===== src/inc/pwt_pkg.sv =====
// pwt_pkg: constants shared by the pwm timer top and its channels.
// assumes a single 50 MHz clock and an 8-bit register port.
package pwt_pkg;

	// ----------------------------------------
	// sizes
	// ----------------------------------------
	localparam int PWT_NCH = 8; // channels
	localparam int PWT_RES = 8; // bits per lone channel
	localparam int PWT_CW = 16; // counter width of a joined pair

	// ----------------------------------------
	// register byte offsets
	// ----------------------------------------
	localparam logic [7:0] OFF_EN = 8'h00; // channel enables
	localparam logic [7:0] OFF_POL = 8'h04; // polarity
	localparam logic [7:0] OFF_CAE = 8'h08; // centre align
	localparam logic [7:0] OFF_CON = 8'h0C; // pair join
	localparam logic [7:0] OFF_PCM = 8'h10; // pcm mode
	localparam logic [7:0] OFF_CLK = 8'h14; // scaled clock select
	localparam logic [7:0] OFF_PRE = 8'h18; // prescalers a and b
	localparam logic [7:0] OFF_SCA = 8'h1C; // scaler for clock one
	localparam logic [7:0] OFF_SCB = 8'h20; // scaler for clock two
	localparam logic [7:0] OFF_PER = 8'h40; // period array base
	localparam logic [7:0] OFF_DTY = 8'h60; // duty array base
	localparam logic [7:0] OFF_CNT = 8'h80; // counter array base

	// ----------------------------------------
	// field positions
	// ----------------------------------------
	localparam int PRE_A_LSB = 0; // prescale a exponent
	localparam int PRE_B_LSB = 4; // prescale b exponent

	// ----------------------------------------
	// values after reset
	// ----------------------------------------
	localparam logic [7:0] RST_PER = 8'hFF;
	localparam logic [7:0] RST_DTY = 8'h00;
	localparam logic [7:0] RST_SCL = 8'h00;
	localparam logic [7:0] RST_CTL = 8'h00;
	localparam logic [2:0] RST_PRE = 3'h0;

	// ----------------------------------------
	// counter direction, one-hot
	// ----------------------------------------
	typedef enum logic [1:0] {
		PWT_UP = 2'b01,
		PWT_DOWN = 2'b10
	} pwt_dir_e;

endpackage


===== src/hw/pwt_chan.sv =====
// pwt_chan: one modulation channel with buffered period and duty.
// assumes tick is a one-cycle enable from the top's clock dividers.
`timescale 1ns/1ps
module pwt_chan
	import pwt_pkg::*;
#(
	parameter int CW = PWT_CW
) (
	// clock and reset
	input wire logic clk,
	input wire logic rst_b,
	// control
	input wire logic tick,
	input wire logic en,
	input wire logic pol,
	input wire logic center,
	input wire logic pcm,
	// buffered settings
	input wire logic [CW-1:0] per_in,
	input wire logic [CW-1:0] dty_in,
	// results
	output logic [CW-1:0] cnt_o,
	output logic out_o
);

	// ----------------------------------------
	// elaboration checks
	// ----------------------------------------
	// the counter needs room for a zero and a top value
	if (CW < 2) begin : g_bad
		$error("pwt_chan: CW must be at least 2");
	end

	// ----------------------------------------
	// state
	// ----------------------------------------
	typedef struct packed {
		logic [CW-1:0] cnt; // channel counter
		logic [CW-1:0] per; // active period
		logic [CW-1:0] dty; // active duty
		logic [CW-1:0] acc; // pcm accumulator
		pwt_dir_e dir; // centre direction
		logic hit; // pcm output level
		logic out; // pin level
	} pwt_chst_s;

	pwt_chst_s s_r;
	pwt_chst_s s_nxt;

	// next state: counting, loading, output level
	always_comb begin
		logic [CW:0] sum;
		logic [CW:0] sub;
		logic load;
		logic act;
		sum = {1'b0, s_r.acc} + {1'b0, s_r.dty};
		sub = sum - {1'b0, s_r.per};
		load = 1'b0;
		act = 1'b0;
		s_nxt = s_r;
		if (!en) begin
			// RL10 RL11 disabled loads buffers
			s_nxt.cnt = '0;
			s_nxt.acc = '0;
			s_nxt.dir = PWT_UP;
			s_nxt.hit = 1'b0;
			load = 1'b1;
		end else if (tick) begin
			// RL3 own counter steps
			if (s_r.per == '0) begin
				s_nxt.cnt = '0;
				load = 1'b1;
			end else if (center && !pcm) begin
				// RL14 up then down
				if (s_r.dir == PWT_UP) begin
					if (s_r.cnt >= s_r.per) begin
						s_nxt.dir = PWT_DOWN;
						s_nxt.cnt = s_r.cnt - 1'b1;
					end else begin
						s_nxt.cnt = s_r.cnt + 1'b1;
					end
				end else if (s_r.cnt <= 1) begin
					s_nxt.cnt = '0;
					s_nxt.dir = PWT_UP;
					load = 1'b1;
				end else begin
					s_nxt.cnt = s_r.cnt - 1'b1;
				end
			end else if (s_r.cnt >= s_r.per - 1'b1) begin
				// RL13 restart at period
				s_nxt.cnt = '0;
				load = 1'b1;
			end else begin
				s_nxt.cnt = s_r.cnt + 1'b1;
			end
			// RL5 pcm spreads transitions
			if (pcm) begin
				if (s_r.per == '0) begin
					s_nxt.hit = (s_r.dty != '0);
				end else if (sum >= {1'b0, s_r.per}) begin
					s_nxt.acc = sub[CW-1:0];
					s_nxt.hit = 1'b1;
				end else begin
					s_nxt.acc = sum[CW-1:0];
					s_nxt.hit = 1'b0;
				end
			end
		end
		// RL10 load at counter zero
		if (load) begin
			s_nxt.per = per_in;
			s_nxt.dty = dty_in;
		end
		// RL4 RL13 duty compare
		act = pcm ? s_nxt.hit : (s_nxt.cnt < s_nxt.dty);
		// RL6 polarity select
		s_nxt.out = en & (pol ? act : ~act);
	end

	// state register
	always_ff @(posedge clk) begin
		if (!rst_b) begin
			s_r <= '{cnt: '0, per: '0, dty: '0, acc: '0,
				dir: PWT_UP, hit: 1'b0, out: 1'b0};
		end else begin
			s_r <= s_nxt;
		end
	end

	assign cnt_o = s_r.cnt;
	assign out_o = s_r.out;
endmodule


===== src/hw/pwt_top.sv =====
// pwt_top: eight channel pwm timer with register port and pins.
// assumes a master that strobes one cycle and never waits.
//
// How it works
// RL1 - eight channels, eight-bit period and duty
// RL2 - each channel holds period and duty
// RL3 - each channel counts on its own counter
// RL4 - duty settable from zero to full
// RL5 - pcm mode spreads output transitions
// RL6 - per channel polarity select
// RL7 - per channel edge or centre alignment
// RL8 - adjacent pairs join into sixteen bits
// RL9 - any mix of joined pairs works
// RL10 - writes buffered until counter zero or disable
// RL11 - each channel enabled on its own
// RL12 - four clock sources, two prescaled, two scaled
// RL13 - edge mode counts up, restarts, compares
// RL14 - centre mode counts up and down
`timescale 1ns/1ps
module pwt_top
	import pwt_pkg::*;
#(
	parameter int NCH = PWT_NCH
) (
	// clock and reset
	input wire logic clk,
	input wire logic rst_b,
	// register port
	input wire logic [7:0] addr,
	input wire logic [7:0] wdata,
	input wire logic wr,
	input wire logic rd,
	output logic [7:0] rdata,
	// output pins
	output logic [NCH-1:0] pwm_o
);

	// ----------------------------------------
	// elaboration checks
	// ----------------------------------------
	// channels come in pairs and the arrays fit one 32-byte block
	if (NCH % 2 != 0 || NCH < 2 || NCH > PWT_NCH) begin : g_bad
		$error("pwt_top: NCH must be even, 2 to 8");
	end

	// ----------------------------------------
	// state
	// ----------------------------------------
	typedef struct packed {
		logic [NCH-1:0] en; // channel enable
		logic [NCH-1:0] pol; // polarity
		logic [NCH-1:0] cae; // centre align
		logic [NCH-1:0] pcm; // pcm mode
		logic [NCH-1:0] clks; // use scaled clock
		logic [NCH/2-1:0] con; // pair joined
		logic [2:0] pra; // prescale a exponent
		logic [2:0] prb; // prescale b exponent
		logic [7:0] sca; // scaler one divisor
		logic [7:0] scb; // scaler two divisor
		logic [NCH-1:0][PWT_RES-1:0] per; // period buffers
		logic [NCH-1:0][PWT_RES-1:0] dty; // duty buffers
		logic [6:0] pre; // shared prescale counter
		logic [7:0] sac; // scaler one counter
		logic [7:0] sbc; // scaler two counter
		logic ta; // clock a enable
		logic tb; // clock b enable
		logic tsa; // scaled clock one enable
		logic tsb; // scaled clock two enable
		logic [7:0] rdata; // read data
	} pwt_top_s;

	pwt_top_s s_r;
	pwt_top_s s_nxt;

	// channel counters and their byte view for readback
	logic [NCH-1:0][PWT_CW-1:0] ccnt;
	logic [NCH-1:0][7:0] cview;
	// per channel clock ticks after source select
	logic [NCH-1:0] ctick;

	// ----------------------------------------
	// decode helpers
	// ----------------------------------------
	// low bits that must all be set for a prescaled tick
	function automatic logic [6:0] pre_mask(input logic [2:0] e);
		logic [6:0] m;
		m = 7'h00;
		for (int k = 0; k < 7; k++) begin
			if (k < e) begin
				m[k] = 1'b1;
			end
		end
		return m;
	endfunction

	// address hits a word of a per channel array
	function automatic logic in_arr(input logic [7:0] a,
		input logic [7:0] base);
		return (a[7:5] == base[7:5]) && (a[1:0] == 2'h0) &&
			(32'(a[4:2]) < NCH);
	endfunction

	// ----------------------------------------
	// next state
	// ----------------------------------------
	// register writes, reads and the clock dividers
	always_comb begin
		logic [2:0] ix;
		logic [6:0] ma;
		logic [6:0] mb;
		ix = addr[4:2];
		ma = pre_mask(s_r.pra);
		mb = pre_mask(s_r.prb);
		s_nxt = s_r;

		// RL12 prescaled clocks a and b
		s_nxt.pre = s_r.pre + 7'h01;
		s_nxt.ta = ((s_r.pre & ma) == ma);
		s_nxt.tb = ((s_r.pre & mb) == mb);

		// RL12 scaled clocks from a and b
		s_nxt.tsa = 1'b0;
		if (s_r.ta) begin
			// at or past the divisor wraps at once, so a new
			// divisor never waits out a full 256-step lap
			if (s_r.sac >= s_r.sca - 8'h01) begin
				s_nxt.sac = 8'h00;
				s_nxt.tsa = 1'b1;
			end else begin
				s_nxt.sac = s_r.sac + 8'h01;
			end
		end
		s_nxt.tsb = 1'b0;
		if (s_r.tb) begin
			if (s_r.sbc >= s_r.scb - 8'h01) begin
				s_nxt.sbc = 8'h00;
				s_nxt.tsb = 1'b1;
			end else begin
				s_nxt.sbc = s_r.sbc + 8'h01;
			end
		end

		// register writes
		if (wr) begin
			case (addr)
				// RL11 channel enables
				OFF_EN: s_nxt.en = wdata[NCH-1:0];
				// RL6 polarity bits
				OFF_POL: s_nxt.pol = wdata[NCH-1:0];
				// RL7 alignment bits
				OFF_CAE: s_nxt.cae = wdata[NCH-1:0];
				// RL8 RL9 pair join bits
				OFF_CON: s_nxt.con = wdata[NCH/2-1:0];
				OFF_PCM: s_nxt.pcm = wdata[NCH-1:0];
				OFF_CLK: s_nxt.clks = wdata[NCH-1:0];
				OFF_PRE: begin
					s_nxt.pra = wdata[PRE_A_LSB +: 3];
					s_nxt.prb = wdata[PRE_B_LSB +: 3];
				end
				OFF_SCA: s_nxt.sca = wdata;
				OFF_SCB: s_nxt.scb = wdata;
				default: begin
					// RL2 RL10 period and duty buffers
					if (in_arr(addr, OFF_PER)) begin
						s_nxt.per[ix] = wdata;
					end else if (in_arr(addr, OFF_DTY)) begin
						s_nxt.dty[ix] = wdata;
					end
				end
			endcase
		end

		// read data stands one cycle only
		s_nxt.rdata = 8'h00;
		if (rd) begin
			case (addr)
				OFF_EN: s_nxt.rdata = 8'(s_r.en);
				OFF_POL: s_nxt.rdata = 8'(s_r.pol);
				OFF_CAE: s_nxt.rdata = 8'(s_r.cae);
				OFF_CON: s_nxt.rdata = 8'(s_r.con);
				OFF_PCM: s_nxt.rdata = 8'(s_r.pcm);
				OFF_CLK: s_nxt.rdata = 8'(s_r.clks);
				OFF_PRE: begin
					s_nxt.rdata[PRE_A_LSB +: 3] = s_r.pra;
					s_nxt.rdata[PRE_B_LSB +: 3] = s_r.prb;
				end
				OFF_SCA: s_nxt.rdata = s_r.sca;
				OFF_SCB: s_nxt.rdata = s_r.scb;
				default: begin
					// unmapped addresses read zero
					if (in_arr(addr, OFF_PER)) begin
						s_nxt.rdata = s_r.per[ix];
					end else if (in_arr(addr, OFF_DTY)) begin
						s_nxt.rdata = s_r.dty[ix];
					end else if (in_arr(addr, OFF_CNT)) begin
						s_nxt.rdata = cview[ix];
					end
				end
			endcase
		end
	end

	// state register
	always_ff @(posedge clk) begin
		if (!rst_b) begin
			s_r.en <= '0;
			s_r.pol <= '0;
			s_r.cae <= '0;
			s_r.pcm <= '0;
			s_r.clks <= '0;
			s_r.con <= '0;
			s_r.pra <= RST_PRE;
			s_r.prb <= RST_PRE;
			s_r.sca <= RST_SCL;
			s_r.scb <= RST_SCL;
			s_r.per <= {NCH{RST_PER}};
			s_r.dty <= {NCH{RST_DTY}};
			s_r.pre <= 7'h00;
			s_r.sac <= 8'h00;
			s_r.sbc <= 8'h00;
			s_r.ta <= 1'b0;
			s_r.tb <= 1'b0;
			s_r.tsa <= 1'b0;
			s_r.tsb <= 1'b0;
			s_r.rdata <= RST_CTL;
		end else begin
			s_r <= s_nxt;
		end
	end

	assign rdata = s_r.rdata;

	// ----------------------------------------
	// channels
	// ----------------------------------------
	for (genvar i = 0; i < NCH; i++) begin : g_ch
		logic cen;
		logic [PWT_CW-1:0] cper;
		logic [PWT_CW-1:0] cdty;

		// channels 0,1,4,5 sit on clock a, the others on clock b
		if ((i / 2) % 2 == 0) begin : g_a
			// RL12 pick clock a or scaled one
			assign ctick[i] = s_r.clks[i] ? s_r.tsa : s_r.ta;
		end else begin : g_b
			// RL12 pick clock b or scaled two
			assign ctick[i] = s_r.clks[i] ? s_r.tsb : s_r.tb;
		end

		if (i % 2 == 1) begin : g_odd
			// RL8 RL9 odd channel carries a joined pair
			assign cen = s_r.en[i];
			assign cper = s_r.con[i/2] ? {s_r.per[i], s_r.per[i-1]}
				: {8'h00, s_r.per[i]};
			assign cdty = s_r.con[i/2] ? {s_r.dty[i], s_r.dty[i-1]}
				: {8'h00, s_r.dty[i]};
			// joined counter shows its high byte here
			assign cview[i] = s_r.con[i/2] ? ccnt[i][15:8]
				: ccnt[i][7:0];
		end else begin : g_even
			// RL8 even channel idles while joined
			assign cen = s_r.en[i] & ~s_r.con[i/2];
			// RL1 lone channel is eight bits wide
			assign cper = {8'h00, s_r.per[i]};
			assign cdty = {8'h00, s_r.dty[i]};
			// joined counter shows its low byte here
			assign cview[i] = s_r.con[i/2] ? ccnt[i+1][7:0]
				: ccnt[i][7:0];
		end

		pwt_chan #(
			.CW(PWT_CW)
		) u_chan (
			.clk(clk),
			.rst_b(rst_b),
			.tick(ctick[i]),
			.en(cen),
			.pol(s_r.pol[i]),
			.center(s_r.cae[i]),
			.pcm(s_r.pcm[i]),
			.per_in(cper),
			.dty_in(cdty),
			.cnt_o(ccnt[i]),
			.out_o(pwm_o[i])
		);
	end
endmodule


===== config.mk =====
export PLATFORM = sky130hd
export DESIGN_NAME = pwt_top
export DESIGN_NICKNAME = d
export VERILOG_FILES = /design/src/inc/pwt_pkg.sv /design/src/hw/pwt_chan.sv /design/src/hw/pwt_top.sv
export SDC_FILE = /design/constraint.sdc
export NUM_CORES = 2
export LEC_CHECK = 0
export ABC_AREA = 1
export BUFFER_PORTS_ARGS = -buffer_cell sky130_fd_sc_hd__clkbuf_2
export CORE_MARGIN = 2
export CORE_UTILIZATION = 45
export CTS_BUF_LIST = sky130_fd_sc_hd__clkbuf_8
export DETAILED_ROUTE_END_ITERATION = 8
export SETUP_SLACK_MARGIN = 0.05
export SLEW_MARGIN = 20
export SYNTH_ARGS = -nofsm -noshare
export SYNTH_HDL_FRONTEND = slang
export SYNTH_SLANG_ARGS = --single-unit

===== constraint.sdc =====
create_clock -name clk -period 6.1 [get_ports clk]
set_input_delay 1.22 -clock clk [delete_from_list [all_inputs] [get_ports clk]]
set_output_delay 1.22 -clock clk [all_outputs]
set_load 0.02 [all_outputs]

# [Word-level counts from Yosys, hierarchy flattened]
# Index checks and enable logic that the tools add are counted.
[word_totals] out_inout_bits=16 register_bits=741
[op_classes] magnitude_cmp=58 n_reduce_logical=86 n_eq_ne=29 muxes=275 n_addsub=45 bitwise=36
[op_table] cell="$mux W16" count=88
[op_table] cell="$ge A16 B16 Y1" count=12
[op_table] cell="$sub A16 B1 Y16 const B" count=12
[op_table] cell="$add A16 B16 Y17" count=8
[op_table] cell="$mux W1" count=136
[op_table] cell="$mux W8" count=17
[op_table] cell="$add A16 B1 Y16 const B" count=8
[op_table] cell="$bwmux W64" count=2
[op_table] cell="$le A16 B1 Y1 const B" count=8
[op_table] cell="$logic_not A16 Y1" count=8
[op_table] cell="$lt A16 B16 Y1" count=8
[op_table] cell="$reduce_bool A16 Y1" count=8
[op_table] cell="$bmux W8 S3" count=3
[op_table] cell="$ge A17 B16 Y1" count=4
[op_table] cell="$ge A17 B8 Y1" count=4
[op_table] cell="$ge A16 B8 Y1" count=4
[op_table] cell="$sub A16 B16 Y16" count=4
[op_table] cell="$sub A16 B8 Y16" count=4
[op_table] cell="$pmux W3 S9" count=2
[op_table] cell="$mux W2" count=24
[op_table] cell="$reduce_and A2 Y1" count=20
[op_table] cell="$reduce_and A5 Y1" count=8
[op_table] cell="$sub A8 B1 Y9 const B" count=4
[op_table] cell="$eq A8 B5 Y1 const B" count=4
[op_table] cell="32 further kinds" count=129

# [Depth between registers and ports, before layout]
[logic_depth] word_depth=13 depth_mapped=37

# [Modules after synthesis]
# From an unflattened synthesis, not the netlist that was laid out.
[hier_totals] hier_cells=9642 area_unflattened_um2=66213.5
[by_module_without_submodules] module="pwt_chan at g_ch[1].u_chan ..." cells_each=950 area_per_inst_um2=6618.8 n_inst=4 seq_area_each_um2=1361.3
[by_module_without_submodules] module="pwt_top" cells_each=2098 area_per_inst_um2=13262.7 n_inst=1 seq_area_each_um2=4584.4
[by_module_without_submodules] module="pwt_chan at g_ch[2].u_chan" cells_each=937 area_per_inst_um2=6707.7 n_inst=1 seq_area_each_um2=1361.3
[by_module_without_submodules] module="pwt_chan at g_ch[3].u_chan" cells_each=937 area_per_inst_um2=6620.1 n_inst=1 seq_area_each_um2=1361.3
[by_module_without_submodules] module="pwt_chan at g_ch[7].u_chan" cells_each=936 area_per_inst_um2=6576.3 n_inst=1 seq_area_each_um2=1361.3
[by_module_without_submodules] module="pwt_chan at g_ch[0].u_chan" cells_each=934 area_per_inst_um2=6571.3 n_inst=1 seq_area_each_um2=1361.3

# [Worst setup path after synthesis]
# OpenSTA, ideal clock, no wires.
[synth_timing] kind="reg2reg" from="register g_ch[1].u_chan.s_r[37] (netlist name)" to="register g_ch[1].u_chan.s_r, in the netlist g_ch[1].u_chan.out_o" arrival_time_ns=4.313 path_stages_with_launch=36 period_less_slack_ns=4.428 n_path_buf=1 path_slack_ns=1.672 cell_sequence="dfxtp_1 > inv_1 > nand3_1 > nor3_1 > nand2_1 > nor2_1 > nand3_1 > nor2_1 > nand2_1 > nor3_1 > nand2_1 > xor2_1 > inv_1 > ha_1 > a21oi_1 > o21ai_0 > nor2_1 > nand2_1 > nand2_1 > nand2_1 > nand2_1 > nand2_4 > inv_2 > buf_1 > nand2_1 > nand2_1 > inv_1 > ha_1 > a21oi_1 > nor2_1 > a211oi_1 > o21ai_0 > a31oi_1 > nand2_1 > a21oi_1 > nor2_1"
[synth_between] elab_chain_cells=13 elab_cells_between_ends=28 cone_classes="add/sub (1); order compare (4); mux (20); bitwise (2); reduce/logical (1)"
[synth_rtl] element="start, declared" line_no="pwt_chan.sv:47" source="pwt_chst_s s_r;"
[synth_rtl] element="start signal, assigned" line_no="pwt_chan.sv:123" source="s_r <= '{cnt: '0, per: '0, dty: '0, acc: '0,"
[synth_rtl] element="start signal, assigned" line_no="pwt_chan.sv:126" source="s_r <= s_nxt;"
[synth_rtl] element="$sub A16 B1 Y16" line_no="pwt_chan.sv:89" source="end else if (s_r.cnt >= s_r.per - 1'b1) begin"
[synth_rtl] element="$ge A16 B16 Y1" line_no="pwt_chan.sv:89"
[synth_rtl] element="$mux W1" line_no="pwt_chan.sv:89"
[synth_rtl] element="$mux W1" line_no="pwt_chan.sv:73" source="end else if (center && !pcm) begin"
[synth_rtl] element="$mux W1" line_no="pwt_chan.sv:70" source="if (s_r.per == '0) begin"
[synth_rtl] element="$mux W1" line_no="pwt_chan.sv:68" source="end else if (tick) begin"
[synth_rtl] element="$mux W1" line_no="pwt_chan.sv:61" source="if (!en) begin"
[synth_rtl] element="$mux W16" line_no="pwt_chan.sv:110" source="if (load) begin"
[synth_rtl] element="$lt A16 B16 Y1" line_no="pwt_chan.sv:115" source="act = pcm ? s_nxt.hit : (s_nxt.cnt < s_nxt.dty);"
[synth_rtl] element="$mux W1 *" line_no="pwt_chan.sv:115"
[synth_rtl] element="$not A1 Y1" line_no="pwt_chan.sv:117" source="s_nxt.out = en & (pol ? act : ~act);"
[synth_rtl] element="$mux W1 *" line_no="pwt_chan.sv:117"
[synth_rtl] element="$and A1 B1 Y1 *" line_no="pwt_chan.sv:117"
# Every way passes the cells marked *; elsewhere a longest branch is shown, timed or not.
# A chain may end at the register's enable or synchronous reset.

# [Final worst setup path]
[layout_timing] from="register g_ch[4].u_chan.s_r[37] (netlist name)" to="register g_ch[4].u_chan.s_r, in the netlist g_ch[4].u_chan.out_o"
[layout_between] elab_chain_cells=13 elab_cells_between_ends=28 cone_classes="add/sub (1); order compare (4); mux (20); bitwise (2); reduce/logical (1)"
[layout_rtl] element="start, declared" line_no="pwt_chan.sv:47"
[layout_rtl] element="start signal, assigned" line_no="pwt_chan.sv:123"
[layout_rtl] element="start signal, assigned" line_no="pwt_chan.sv:126"
[layout_rtl] element="$sub A8 B1 Y9" line_no="pwt_chan.sv:89"
[layout_rtl] element="$ge A16 B16 Y1" line_no="pwt_chan.sv:89"
[layout_rtl] element="$mux W1" line_no="pwt_chan.sv:89"
[layout_rtl] element="$mux W1" line_no="pwt_chan.sv:73"
[layout_rtl] element="$mux W1" line_no="pwt_chan.sv:70"
[layout_rtl] element="$mux W1" line_no="pwt_chan.sv:68"
[layout_rtl] element="$mux W1" line_no="pwt_chan.sv:61"
[layout_rtl] element="$mux W16" line_no="pwt_chan.sv:110"
[layout_rtl] element="$lt A16 B16 Y1" line_no="pwt_chan.sv:115"
[layout_rtl] element="$mux W1 *" line_no="pwt_chan.sv:115"
[layout_rtl] element="$not A1 Y1" line_no="pwt_chan.sv:117"
[layout_rtl] element="$mux W1 *" line_no="pwt_chan.sv:117"
[layout_rtl] element="$and A1 B1 Y1 *" line_no="pwt_chan.sv:117"
# Marked as above.

==> impl_metrics.csv <==
group,metric,value,unit
critical_path,critPathArrivalTime,5.96,ns
global_routing,first_global_vias,56094,
critical_path,path_delay_family,"simple AND/OR/NAND/NOR gates",
worst_hold_path,depth_of_the_worst_hold_timing_path,2,
synthesis,syn_area,59600,um^2
sta,grt_setup_unrepaired,"no",
critical_path,critPathMaxStageDelay,0.55,ns
floorplan,site_row_count,133,
critical_path,timing.critical_path.slowest_stage_cell,"sky130_fd_sc_hd__inv_1",
clock_tree,post_cts_setup_inserts,0,
drt,first_pass_detailed_route_iteration_total,6,
synthesis,post_synth_num_cell_types,86,
sta,max_freq,193,MHz
job,max_cap_violations,0,
synthesis,yosysSeqAreaShare,24.9,%
floorplan,fp.dieW,368,um
placed_design,place_worst_setup_slack,0.898,ns
drt,detail_route.drc_violations,0,
sta,fin_crit_sh,85.0,%
clock_tree,clock_insertion_delay_worst_skew,0.92,ns
synthesis,ys_warn_count,0,
global_routing,largest_net_degree_at_the_start_of_global_routing,122,
critical_path,cp_max_fo,20,
drt,vias,60344,
clock_tree,clock_tree.htree_level_count,4,
sta,hold_viol,0,
drt,antenna_left,0,
clock_tree,cts_made_buffers,147,
placed_design,buffer_ports.inserted,35,
critical_path,critical_path.endpoint_type,"register",
sta,tightest_slew,1.15,ns
sta,setup_ws,0.917,ns
run_status,outcome,"completed",
critical_path,cp_common_cell,"sky130_fd_sc_hd__nand2_1",
clock_tree,cts_tree,"yes",
placed_design,dp_hpwl,164000,um
sta,finClkSkew,0.0575,ns
clock_tree,max-clock-path-buffers,3,
sta,slew-limit-headroom,22.9,%
critical_path,timing.critical_path.depth,27,
synthesis,synth_top_flop_cell,"sky130_fd_sc_hd__dfxtp_1",
synthesis,async_reset_ff_share,0,%
drt,detailedRoute.firstIterationViolations,5816,
critical_path,timing_worst_setup_path_type,"reg -> reg",
layout,layout.cell_area.non_filler,64200,um^2
layout,multi_input_combinational_cell_area,39400,um^2
layout,final_util,48.8,%
floorplan,die_area,135000,um^2
clock_tree,path_clk_slew,0.06,ns
sta,finalMaxSlewViolations,0,
synthesis,synth_edf_count,0,
floorplan,height_of_the_die,368,um
floorplan,design.core.area,131000,um^2
clock_tree,clkSinkCount,741,
power,power_density,174,nW/um^2
synthesis,synthesis.instances,8786,
synthesis,number_of_register_bits_inferred_by_synthesis,741,
synthesis,postSynthAreaPerCell,6.78,um^2
critical_path,r2r_cells,27,
worst_hold_path,hold_class,"reg -> reg",
layout,drive_gt1_share,5.92,%
layout,fillCellCount,13479,
layout,register_area,14800,um^2
layout,layout.nets,9346,
power,irDropWorstVdd,211,uV
sta,hold_slack,0.455,ns
critical_path,critPathRequiredTime,6.88,ns
layout,synthToLayoutAreaGrowth,7.68,%
global_routing,overall_track_demand_over_capacity_in_global_routing,30.7,%
drt,wirelength,214000,um
critical_path,critPathBufInv,4,
synthesis,syn-num-nets,9447,
global_routing,wire_length_of_the_first_global_routing_pass,329000,um
placed_design,gpl.final_weighted_congestion,0.994,
placed_design,cell_area_after_placement,61000,um^2
power,cellLeakagePower,30.5,nW
drt,wl_per_cell,20.3,um
floorplan,floorplan.io_pins,36,
sta,timing.final.setup_violations,0,
floorplan,floorplan.initialDensity,45.3,%
clock_tree,ctsRootBufferMaster,"sky130_fd_sc_hd__clkbuf_8",
sta,totalNegativeSetupSlack,0,ns
global_routing,grt-ovfl-total,0,
sta,finalCriticalPeriod,5.18,ns
global_routing,initial_antenna_violation_count,14,
critical_path,worstSetupStartpointType,"register",
drt,avgViaCountPerCell,5.72,
power by group:
part	internal [mW]	switching [mW]
registers	4.88	0.0390
clock network	3.05	2.48
logic	0.208	0.513
worst min-delay path, delay by kind of cell, from the launching register on:
family           cells  cell delay, ns
AND/OR/NAND/NOR      2            0.10
flip-flops           1            0.32
synthesized netlist by cell type, types with 22 or more instances:
master,n,area (um^2)
sky130_fd_sc_hd__o31ai_1,28,210
sky130_fd_sc_hd__inv_2,30,113
sky130_fd_sc_hd__o21bai_1,30,225
sky130_fd_sc_hd__nor2_1,825,3100
sky130_fd_sc_hd__nand3_1,397,1990
sky130_fd_sc_hd__buf_2,44,220
sky130_fd_sc_hd__o211ai_1,159,1190
sky130_fd_sc_hd__a211oi_1,61,458
sky130_fd_sc_hd__xnor2_1,107,937
sky130_fd_sc_hd__o22ai_1,49,307
sky130_fd_sc_hd__dfxtp_1,741,14800
sky130_fd_sc_hd__o221ai_1,39,342
sky130_fd_sc_hd__o21ai_1,41,205
sky130_fd_sc_hd__o21ai_0,696,3480
sky130_fd_sc_hd__nor2_2,22,138
sky130_fd_sc_hd__a21oi_1,869,4350
sky130_fd_sc_hd__xor2_1,356,3120
sky130_fd_sc_hd__buf_4,25,188
sky130_fd_sc_hd__o21a_1,25,188
sky130_fd_sc_hd__clkbuf_1,275,1030
sky130_fd_sc_hd__a31oi_1,63,394
sky130_fd_sc_hd__nand4_1,104,651
sky130_fd_sc_hd__nand2_1,1641,6160
sky130_fd_sc_hd__inv_1,971,3640
sky130_fd_sc_hd__a221oi_1,22,193
sky130_fd_sc_hd__nand2_2,22,138
sky130_fd_sc_hd__nor3_1,165,826
sky130_fd_sc_hd__nor4_1,84,526
sky130_fd_sc_hd__ha_1,625,7820
kinds of logic after synthesis:
| group | count (synthesis) | synth area share, % |
|---|---|---|
| buf+inv | 1382 | 9.03 |
| fa+ha+maj | 641 | 13.7 |
| simple gates | 3361 | 24.3 |
| compound gates | 2187 | 21.0 |
| mux | 3 | 0.0504 |
| xor+xnor | 471 | 7.04 |
| flops | 741 | 24.9 |
per-stage QoR:
step	instances	total power, mW
floorplan	8786	5.50
global placement	10291	5.71
detailed placement	10291	5.72
CTS	10553	11.2
global route	10555	11.6
finish	10558	11.2
placed cells by master (no fill, tap or decap), types with 12 or more instances in the layout:
cell type / count
sky130_fd_sc_hd__a31oi_1: 63
sky130_fd_sc_hd__buf_4: 76
sky130_fd_sc_hd__clkbuf_2: 34
sky130_fd_sc_hd__nor2_1: 823
sky130_fd_sc_hd__inv_2: 29
sky130_fd_sc_hd__o21ai_1: 41
sky130_fd_sc_hd__xor2_1: 356
sky130_fd_sc_hd__nand4_1: 104
sky130_fd_sc_hd__nor3_1: 165
sky130_fd_sc_hd__o21bai_1: 30
sky130_fd_sc_hd__nand3b_1: 12
sky130_fd_sc_hd__o221ai_1: 39
sky130_fd_sc_hd__or2_2: 18
sky130_fd_sc_hd__a211oi_1: 61
sky130_fd_sc_hd__nand3_2: 12
sky130_fd_sc_hd__o21ai_0: 696
sky130_fd_sc_hd__nor3_2: 15
sky130_fd_sc_hd__dfxtp_1: 740
sky130_fd_sc_hd__a221oi_1: 22
sky130_fd_sc_hd__a21oi_1: 869
sky130_fd_sc_hd__nand2_1: 1641
sky130_fd_sc_hd__o211ai_1: 159
sky130_fd_sc_hd__o22ai_1: 49
sky130_fd_sc_hd__o2111ai_1: 15
sky130_fd_sc_hd__inv_1: 1014
sky130_fd_sc_hd__o31ai_1: 28
sky130_fd_sc_hd__nand3_1: 397
sky130_fd_sc_hd__xnor2_1: 107
sky130_fd_sc_hd__ha_1: 625
sky130_fd_sc_hd__clkinv_2: 19
sky130_fd_sc_hd__nor2_2: 24
sky130_fd_sc_hd__nor4_1: 84
sky130_fd_sc_hd__nand2_2: 22
sky130_fd_sc_hd__o21a_1: 25
sky130_fd_sc_hd__fa_1: 16
sky130_fd_sc_hd__a21oi_2: 12
sky130_fd_sc_hd__clkbuf_8: 175
sky130_fd_sc_hd__clkinv_1: 18
registers in the layout, summed over array words and instances (netlist names):
signal and cells:
g_ch.u_chan.cnt_o 128, s_r 153, rdata 8, g_ch.u_chan.out_o 8, g_ch.cper 32, g_ch.u_chan.s_r 376, g_ch.cen 4, g_ch.cdty 32
final cells by class:
cell class                 count  area share (%)
antenna                        5          0.0195
clock inverter                87            1.10
tap                         1755            3.42
inverter                    1020            5.99
clock buffer                 175            3.75
timing repair buffer         112            1.20
multi-input combinational   6663            61.4
sequential                   741            23.1
per-layer routing:
metal	routed length (um)	vias to the layer above	global-route usage [%]	share of wire, %
met1	98700	28142	43.5	46
li1	-	29613	-	-
met3	18100	385	6.12	8.5
met2	90500	2188	46.4	42
met4	6490	16	9.92	3.0
met5	102	-	0	0.048
path summary, 6_finish.rpt:
check / start / endpoint / slack [ns]
hold reg to reg: g_ch[4].u_chan.s_r[2] / g_ch[4].u_chan.s_r[2] / 0.45
hold / removal: g_ch[4].u_chan.s_r[2] / g_ch[4].u_chan.s_r[2] / 0.45
setup / recovery: g_ch[4].u_chan.s_r[37] / g_ch[4].u_chan.out_o / 0.92
setup reg to reg: g_ch[4].u_chan.s_r[37] / g_ch[4].u_chan.out_o / 0.92
repair_timing:
action | in CTS | in global routing
hold buffers | 0 | 0
resized for setup | 0 | 3
endpoints found under the setup margin | 0 | 1
Power figures use the tool's default switching activity.
